File: src/hdl/datapath_config_defines.vh
/*
 * Constants for the metrology datapath configuration register block.
 * Assumes inclusion by bare name from the design file.
 */
`ifndef DATAPATH_CONFIG_DEFINES_VH
`define DATAPATH_CONFIG_DEFINES_VH

// Register map (printed offset is a word index, not a byte address: byte = 4*idx)
`define DPC_CFG_INDEX        12'h060
`define DPC_ADDR_W           14
`define DPC_CFG_RESET        32'h00000000
`define DPC_CFG_WMASK        32'h00003FFB
`define DPC_UNMAPPED_DATA    32'h00000000
`define DPC_RESP_OKAY        2'h0
`define DPC_RESP_SLVERR      2'h2

// Field positions
`define DPC_RPLPF_BIT        13
`define DPC_APLPF_BIT        12
`define DPC_NINT_BIT         11
`define DPC_VNOMC_BIT        10
`define DPC_VNOMB_BIT        9
`define DPC_VNOMA_BIT        8
`define DPC_RMSSRC_BIT       7
`define DPC_ZXSRC_BIT        6
`define DPC_PINT_BIT         5
`define DPC_MULTIPOINT_COMPENSATION_ENABLE_BIT         4
`define DPC_HPF_BIT          3
`define DPC_CURRENT_SUM_HI          1
`define DPC_CURRENT_SUM_LO          0

// Current sum encodings
`define DPC_CURRENT_SUM_PLAIN0      2'h0
`define DPC_CURRENT_SUM_ADDN        2'h1
`define DPC_CURRENT_SUM_SUBN        2'h2
`define DPC_CURRENT_SUM_PLAIN3      2'h3

// Sum operator codes driven out
`define DPC_NOP_NONE         2'h0
`define DPC_NOP_ADD          2'h1
`define DPC_NOP_SUB          2'h2

`endif

File: src/hdl/metrology_datapath_config.v
/*
 * Metrology datapath configuration register and its decoded controls.
 * Assumes an Avalon-MM master on clk with a synchronous active-high
 * reset; filters, integrators and sum arithmetic lie outside.
 */
// Design decision made here: the Avalon-MM register port.
`timescale 1ns/100ps
`include "datapath_config_defines.vh"

// Operation
// Bit 13 set bypasses the total reactive power low-pass filter
// Bit 12 set bypasses the total active power low-pass filter
// Bit 11 set enables the neutral current integrator on its own
// Bits 10, 9, 8 select nominal voltage for phase C, B, A VA
// Bit 7 set feeds fast rms from raw converter samples
// Bit 6 picks zero-crossing input before or after conditioning
// Bit 5 enables the three phase current integrators only
// Bit 4 enables multipoint gain compensation by current region
// Bit 3 bypasses every voltage and current high-pass filter
// Sum field 00 or 11 adds the three phase currents only
// Sum field 01 adds neutral, 10 subtracts neutral
// Bit 7 clear feeds fast rms from filtered integrated samples
// Reserved bits read zero, ignore writes; fields reset to zero

module metrology_datapath_config (
    // Clock and reset
    input  wire                     clk,
    input  wire                     srst,
    // Avalon-MM slave
    input  wire [`DPC_ADDR_W-1:0]   avs_address,
    input  wire                     avs_read,
    input  wire                     avs_write,
    input  wire [31:0]              avs_writedata,
    input  wire [3:0]               avs_byteenable,
    output reg  [31:0]              avs_readdata,
    output reg                      avs_waitrequest,
    output reg  [1:0]               avs_response,
    // Filter controls
    output reg                      reactive_power_lowpass_bypass,
    output reg                      active_power_lowpass_bypass,
    output reg                      highpass_bypass_all,
    // Integrator controls
    output reg                      neutral_integrator_enable,
    output reg                      phase_integrator_enable,
    // Apparent power voltage choice
    output reg                      phase_a_nominal_voltage_use,
    output reg                      phase_b_nominal_voltage_use,
    output reg                      phase_c_nominal_voltage_use,
    // Source selects
    output reg                      fast_rms_source_select,
    output reg                      zero_cross_source_select,
    // Compensation and current sum
    output reg                      multipoint_compensation_enable,
    output reg  [1:0]               current_sum_neutral_op
);

////////////////////////////////////////////////////////////////////////////
// Decode

    localparam ST_IDLE = 1'b0;
    localparam ST_ACK  = 1'b1;

    function [31:0] lane_mask;
        input [3:0] be;
        begin
            lane_mask = {{8{be[3]}}, {8{be[2]}}, {8{be[1]}}, {8{be[0]}}};
        end
    endfunction

    function [1:0] sum_op;
        input [1:0] cfg;
        begin
            case (cfg)
                `DPC_CURRENT_SUM_ADDN:  sum_op = `DPC_NOP_ADD;
                `DPC_CURRENT_SUM_SUBN:  sum_op = `DPC_NOP_SUB;
                default:         sum_op = `DPC_NOP_NONE;
            endcase
        end
    endfunction

    reg         state_q;
    reg         state_d;
    reg  [31:0] cfg_q;
    reg  [31:0] cfg_d;
    wire        hit;
    wire        req;
    wire [31:0] wmask;

    assign req   = avs_read | avs_write;
    assign hit   = (avs_address[`DPC_ADDR_W-1:2] == `DPC_CFG_INDEX);
    assign wmask = lane_mask(avs_byteenable) & `DPC_CFG_WMASK;

////////////////////////////////////////////////////////////////////////////
// Bus handshake: one wait cycle, answer on the second

    always @* begin
        state_d = state_q;
        cfg_d   = cfg_q;
        case (state_q)
            ST_IDLE: begin
                if (req) begin
                    state_d = ST_ACK;
                end
            end
            ST_ACK: begin
                state_d = ST_IDLE;
                if (avs_write && hit) begin
                    cfg_d = (cfg_q & ~wmask) | (avs_writedata & wmask);
                end
            end
            default: begin
                state_d = ST_IDLE;
            end
        endcase
    end

    always @(posedge clk) begin
        if (srst) begin
            state_q         <= ST_IDLE;
            cfg_q           <= `DPC_CFG_RESET;
            avs_readdata    <= `DPC_UNMAPPED_DATA;
            avs_waitrequest <= 1'b1;
            avs_response    <= `DPC_RESP_OKAY;
        end else begin
            state_q         <= state_d;
            cfg_q           <= cfg_d;
            avs_waitrequest <= ~(state_q == ST_IDLE && req);
            if (state_q == ST_IDLE && req && avs_read && hit) begin
                avs_readdata <= cfg_q & `DPC_CFG_WMASK;
            end else begin
                avs_readdata <= `DPC_UNMAPPED_DATA;
            end
            if (state_q == ST_IDLE && req && !hit) begin
                avs_response <= `DPC_RESP_SLVERR;
            end else begin
                avs_response <= `DPC_RESP_OKAY;
            end
        end
    end

////////////////////////////////////////////////////////////////////////////
// Control outputs, registered from the configuration

    always @(posedge clk) begin
        if (srst) begin
            reactive_power_lowpass_bypass  <= 1'b0;
            active_power_lowpass_bypass    <= 1'b0;
            highpass_bypass_all            <= 1'b0;
            neutral_integrator_enable      <= 1'b0;
            phase_integrator_enable        <= 1'b0;
            phase_a_nominal_voltage_use    <= 1'b0;
            phase_b_nominal_voltage_use    <= 1'b0;
            phase_c_nominal_voltage_use    <= 1'b0;
            fast_rms_source_select         <= 1'b0;
            zero_cross_source_select       <= 1'b0;
            multipoint_compensation_enable <= 1'b0;
            current_sum_neutral_op         <= `DPC_NOP_NONE;
        end else begin
            reactive_power_lowpass_bypass  <= cfg_q[`DPC_RPLPF_BIT];
            active_power_lowpass_bypass    <= cfg_q[`DPC_APLPF_BIT];
            highpass_bypass_all            <= cfg_q[`DPC_HPF_BIT];
            neutral_integrator_enable      <= cfg_q[`DPC_NINT_BIT];
            phase_integrator_enable        <= cfg_q[`DPC_PINT_BIT];
            phase_a_nominal_voltage_use    <= cfg_q[`DPC_VNOMA_BIT];
            phase_b_nominal_voltage_use    <= cfg_q[`DPC_VNOMB_BIT];
            phase_c_nominal_voltage_use    <= cfg_q[`DPC_VNOMC_BIT];
            fast_rms_source_select  <= cfg_q[`DPC_RMSSRC_BIT];
            zero_cross_source_select       <= cfg_q[`DPC_ZXSRC_BIT];
            multipoint_compensation_enable <= cfg_q[`DPC_MULTIPOINT_COMPENSATION_ENABLE_BIT];
            current_sum_neutral_op <=
                sum_op(cfg_q[`DPC_CURRENT_SUM_HI:`DPC_CURRENT_SUM_LO]);
        end
    end

endmodule // metrology_datapath_config

File: config.mk
export PLATFORM = sky130hd
export DESIGN_NAME = metrology_datapath_config
export DESIGN_NICKNAME = d
export VERILOG_FILES = /design/src/hdl/metrology_datapath_config.v
export VERILOG_INCLUDE_DIRS = /design/src /design/src/hdl
export SDC_FILE = /design/constraint.sdc
export NUM_CORES = 1
export LEC_CHECK = 0
export ABC_AREA = 1
export BUFFER_PORTS_ARGS = -buffer_cell sky130_fd_sc_hd__buf_2
export CAP_MARGIN = 20
export CORE_MARGIN = 1
export CORE_UTILIZATION = 45
export CTS_CLUSTER_SIZE = 24
export DETAILED_ROUTE_END_ITERATION = 7
export HOLD_SLACK_MARGIN = 0.08
export PLACE_DENSITY = 0.85
export SLEW_MARGIN = 20
export SYNTH_ARGS = -nofsm -noshare
export SYNTH_HDL_FRONTEND = slang
export SYNTH_SLANG_ARGS = --single-unit
File: constraint.sdc
create_clock -name clk -period 2.61 [get_ports clk]
set_clock_uncertainty 0.1 [all_clocks]
set_input_delay 0.1305 -clock clk [delete_from_list [all_inputs] [get_ports clk]]
set_output_delay 0.1305 -clock clk [all_outputs]
set_load 0.01 [all_outputs]
==> results.cfg, run 1 <==
[outcome]
status = complete, no violations

[clock_network]
insertion_delay_ns = 0.36
postCtsHoldBufs = 20
cts.htree.levels = 2
cts.clk_slew.worst_paths_ns = 0.12
ctsResizeCount = 0
cts_num_sinks = 42
cts_setup_buffers = 0
root_buffer = clkbuf_4
cts_tree = built
numCtsBuffers = 5
cts.path.max_buffers = 2

[power_and_ir_drop]
ir_drop_v = 0.000273
p_per_area_mw_per_mm2 = 531
p_leak_nw = 1.15

[route]
vias_per_cell = 4.22
antenna_left = 0
drc_errors = 0
drt_pass1_iterations = 4
num_vias = 1345
drt_wl_total_um = 3150
drt-initial-drc-count = 48
routedWlPerCell_um = 9.86

[floorplanning]
fp.dieH_um = 61.9
start_util_pct = 47.7
fp.dieW_um = 61.9
ioPinCount = 102
core_area_sq_mm = 0.00339
rows = 21
fp.dieArea_sq_mm = 0.00383

[synth]
yosys-top-cells-area = dfxtp_1 52%, nor2_1 12%, buf_4 9.3%
synth-xor-area-share_pct = 0
synthAdderAreaFrac_pct = 0
synth_top_family_by_area = simple AND/OR/NAND/NOR gates
synth_compound_area_share_pct = 0.310
synth_mux_area_share_pct = 0
ys_seq_elements = 42
synthArstFlopShare_pct = 0
synthSimpleGateAreaFrac_pct = 32.5
yosysUniqueCellTypes = 18
yosysTopAreaCellShare_pct = 52.1
ys_seq_area_share_pct = 52.1
synth_common_cells = 50 x nor2_1, 42 x dfxtp_1, 32 x nand2_1
avgSynthCellArea_sq_um = 8.46
synth_warnings = 0
synthFlopType = dfxtp_1
yosysMostFrequentCell = nor2_1
syn-cell-area_sq_mm = 0.00162
syn-instance-count = 191
yosys.area.top_type = dfxtp_1
synth-edff-count = 0

[worst_setup_path]
slowest_stage = dlygate4sd3_1
cpPeakStageDelay_ns = 0.55
crit_path_start_kind = input port
worst-path-buf-inv = 4
crit_chain = dlygate4sd3_1 > buf_2 > nor2_2 > nand2_2 > inv_2 > nand4_2 > nor2_1 > nor2_1 > dlygate4sd3_1
crit_fanout = 6
timing.rr.start = state_q
crit_family = buffers and inverters
cp.required_ns = 2.78
reg2reg_depth = 6
regToRegSetupSlack_ns = 0.77
path_class = in -> reg
cp.arrival_ns = 2.06
critPathCaptureType = register

[min_path]
hold_depth = 5
hold_path_class = in -> reg
hold_end = avs_response[1]
hp-start = avs_address[11]

[layout]
drive_above_1_share_pct = 31.5
num-fill-cells = 283
antennaDiodeCount = 0
multi_input_area_sq_um = 604
stdcell_area_sq_mm = 0.00214
nets = 326
register_area_sq_um = 841
syn_to_final_growth_pct = 32.5

[timing]
period_share_pct = 72.5
max_freq_mhz = 529
rsz0062_at_grt = false
finalSetupViolCount = 0
finalMaxSlewViolations = 0
fin_tns_setup_ns = 0
hold_viol_final = 0
fin_crit_ns = 1.89

[global_routing]
grt_overflow = 0
grt_pass1_vias = 1168
gr-usage-met2_pct = 31.3
antenna_found_initial = 0
busiest_layer = met2
grt_use_met1_pct = 18.9
use_met3_pct = 6.00
grt_first_pass_wirelength_um = 4820
grt_max_degree = 16
grtUsageTotal_pct = 18.1

[placement]
placed_cell_area_sq_mm = 0.00186
portBuffers = 58
routabilityCongestion = 0.687
dp_hpwl_um = 2110

[flow_run]
cap_violations = 0
-- layout by cell type, fill, tap and decap left out, types with 2 or more instances in the layout --
| cell type | count |
|---|---|
| nor2_4 | 3 |
| nor2_2 | 11 |
| clkbuf_4 | 5 |
| dlygate4sd3_1 | 20 |
| nand4_4 | 3 |
| conb_1 | 20 |
| nor2_1 | 50 |
| clkbuf_1 | 2 |
| inv_1 | 18 |
| nor3_1 | 2 |
| nand2_1 | 32 |
| buf_2 | 58 |
| dfxtp_1 | 42 |
| nand4_2 | 2 |
-- metrics by stage --
| step | hold WS, ns | worst slack, ns | cells | total power (W) | utilization (%) |
|---|---|---|---|---|---|
| finish | 0.0791 | 0.719 | 319 | 0.00114 | 63.1 |
| global route | 0.0897 | 0.609 | 319 | 0.00118 | 63.1 |
| CTS | 0.0819 | 0.772 | 319 | 0.00114 | 63.1 |
| detailed placement | 0.262 | 1.33 | 291 | 0.000726 | 55.0 |
| global placement | 0.255 | 1.36 | 291 | 0.000725 | 55.0 |
| floorplan | 0.103 | 1.49 | 210 | 0.000715 | - |
-- layer usage --
metal | routed length (um) | vias to the layer above | part of all wire [%]
met5 | 0 | - | 0
met4 | 98 | 0 | 3.1
met3 | 186 | 9 | 5.9
met2 | 1650 | 59 | 52
met1 | 1220 | 592 | 39
li1 | - | 685 | -
-- worst reg2reg max path, cell delays in order (launching register included) --
cell and delay (ns):
dfxtp_1 0.37, nand2_1 0.06, inv_1 0.19, nand4_2 0.23, nor2_1 0.18, nor2_1 0.07, dlygate4sd3_1 0.55
-- cell families after synthesis --
kind of cell | after synthesis
buffers and inverters | 42
and+or+nand+nor | 105
AOI/OAI and AO/OA | 1
DFF | 42
other | 1
-- worst max path at each step --
stage | depth (start not counted) | slack, ns | to | from
final | 9 | 0.72 | register | avs_address[10]
after global routing | 10 | 0.61 | register | avs_address[10]
after CTS | 9 | 0.77 | register | avs_address[10]
after detailed placement | 5 | 1.33 | register | state_q
after global placement | 5 | 1.36 | register | state_q
after floorplan | 5 | 1.49 | register | state_q
-- where the power goes --
| part | internal [W] | total [W] | switching [W] |
|---|---|---|---|
| Sequential | 0.000644 | 0.000646 | 0.00000164 |
| Combinational | 0.0000393 | 0.0000858 | 0.0000466 |
| Clock | 0.000203 | 0.000404 | 0.000201 |
-- layout make-up --
type | count | share of cell area, %
flip-flops and latches | 42 | 39.3
multi-input cells | 126 | 28.2
repair buffers | 78 | 22.9
inverters | 19 | 3.33
well taps | 46 | 2.69
clock buffers | 7 | 2.11
clock inverters | 1 | 1.40
(Power assumes the default switching activity.)
==> run 2: changes to the inputs <==
- CORE_UTILIZATION: 45 -> 42
- PLACE_DENSITY: 0.85 -> 0.8
- clock period: 2.61 -> 1.9 ns (I/O delays scaled with it)
==> run 2 against run 1 <==
Effect of this change:
- hold slack improved by 0.039 ns
- cell count fell by 0.94%
- global-route usage fell by 1.9 points
- total power rose by 33%
- sequential cell count did not move
- critical path type unchanged
- largest power group unchanged
==> results.cfg, run 2 (same netlist as run 1, synthesis figures left out) <==
[worst_setup_path]
slowest_stage = dlygate4sd3_1
path_class = in -> reg
crit_path_start_kind = input port
critPathCaptureType = register
cpPeakStageDelay_ns = 0.55
crit_start = avs_write
reg2reg_depth = 5
timing.rr.start = state_q
crit_chain = dlygate4sd3_1 > buf_2 > nor2_1 > dlygate4sd3_1 > nor2_1 > nand2_1 > a21oi_1
cp.arrival_ns = 1.56
crit_fanout = 3
cp.required_ns = 1.97

[route]
drt_pass1_iterations = 6
num_vias = 1317
drc_errors = 0
drt-initial-drc-count = 52
routedWlPerCell_um = 9.56
antenna_left = 0
vias_per_cell = 4.17
drt_wl_total_um = 3020

[min_path]
hold_depth = 5
hold_path_class = in -> reg
hp-start = avs_address[10]

[flow_run]
cap_violations = 0

[clock_network]
cts_num_sinks = 42
postCtsHoldBufs = 16
numCtsBuffers = 5
root_buffer = clkbuf_8
cts.clk_slew.worst_paths_ns = 0.07
cts.path.max_buffers = 2
cts_tree = built
ctsResizeCount = 0
cts.htree.levels = 2
insertion_delay_ns = 0.28
cts_setup_buffers = 0

[layout]
antennaDiodeCount = 0
num-fill-cells = 329
final_cell_mix = 58 x buf_2, 50 x nor2_1, 42 x dfxtp_1
post-route-util_pct = 57.5
nets = 322
drive_above_1_share_pct = 32.5
multi_input_area_sq_um = 604
register_area_sq_um = 841
syn_to_final_growth_pct = 30.4
mostFrequentLayoutCell = buf_2

[global_routing]
grt_overflow = 0
grt_first_pass_wirelength_um = 4950
antenna_found_initial = 0
grt_max_degree = 16
grt_pass1_vias = 1202
grtUsageTotal_pct = 16.2

[timing]
rsz0062_at_grt = false
hold_viol_final = 0
finalSetupViolCount = 0
max_freq_mhz = 674
period_share_pct = 78.1
finalMaxSlewViolations = 0
fin_crit_ns = 1.48
fin_tns_setup_ns = 0

[floorplanning]
rows = 22
start_util_pct = 44.1
core_area_sq_mm = 0.00366
ioPinCount = 102
fp.dieW_um = 64.0
fp.dieArea_sq_mm = 0.00410
fp.dieH_um = 64.0

[placement]
portBuffers = 58
routabilityCongestion = 0.734
dp_hpwl_um = 2050

[power_and_ir_drop]
p_leak_nw = 1.13
p_per_area_mw_per_mm2 = 719
ir_drop_v = 0.000283

[outcome]
status = complete, no violations
## run 2: cell count changes in the layout (fill, tap and decap cells not counted), sizes merged
cell	delta
dlygate4sd3	-4
clkbuf	-2
clkinv	+2
bufinv	-1
## run 2: where the power goes
part / internal (W) / switching (W) / leakage (nW)
combinational: 0.0000526 / 0.0000635 / 0.750
clock: 0.000246 / 0.000266 / 0.0438
sequential: 0.000885 / 0.00000187 / 0.339
total: 0.00118 / 0.000331 / 1.13
## run 2: through the flow
step	power [W]	instances	setup WS, ns	area [sq um]	hold WS (ns)
2_1_floorplan	0.000982	210	0.782	1690	0.0674
3_3_place_gp	0.000997	293	0.637	1870	0.217
3_5_place_dp	0.000997	293	0.589	1870	0.223
4_1_cts	0.00153	316	0.429	2110	0.121
5_1_grt	0.00159	316	0.334	2110	0.146
6_report	0.00151	316	0.416	2110	0.118
## run 2: per-layer routing
| metal | part of all wire, % | track usage [%] | wire, um |
|---|---|---|---|
| met5 | 0 | 0 | 0 |
| met4 | 1.3 | 7.39 | 38 |
| met3 | 7.7 | 4.82 | 232 |
| met1 | 39 | 15.2 | 1180 |
| met2 | 52 | 31.5 | 1570 |
## run 2: path summary, 6_finish.rpt
kind | to | slack (ns)
worst min-delay path | avs_response[1] | 0.12
worst max-delay path | avs_response[1] | 0.42
worst max register to register | register | 0.60
worst min register to register | current_sum_neutral_op[1] | 0.33
## run 2: worst max-delay path, delay by kind of cell
family                 cells  cell delay, ns
AOI/OAI and AO/OA          1            0.05
buffers and inverters      3            1.20
and+or+nand+nor            3            0.22
## run 2: cell type report
cell class,count,share of cell area [%]
timing repair buffer,74,21.4
tap,48,2.85
multi-input combinational,126,28.7
clock buffer,5,3.27
clock inverter,2,0.475
sequential,42,39.9
inverter,19,3.39
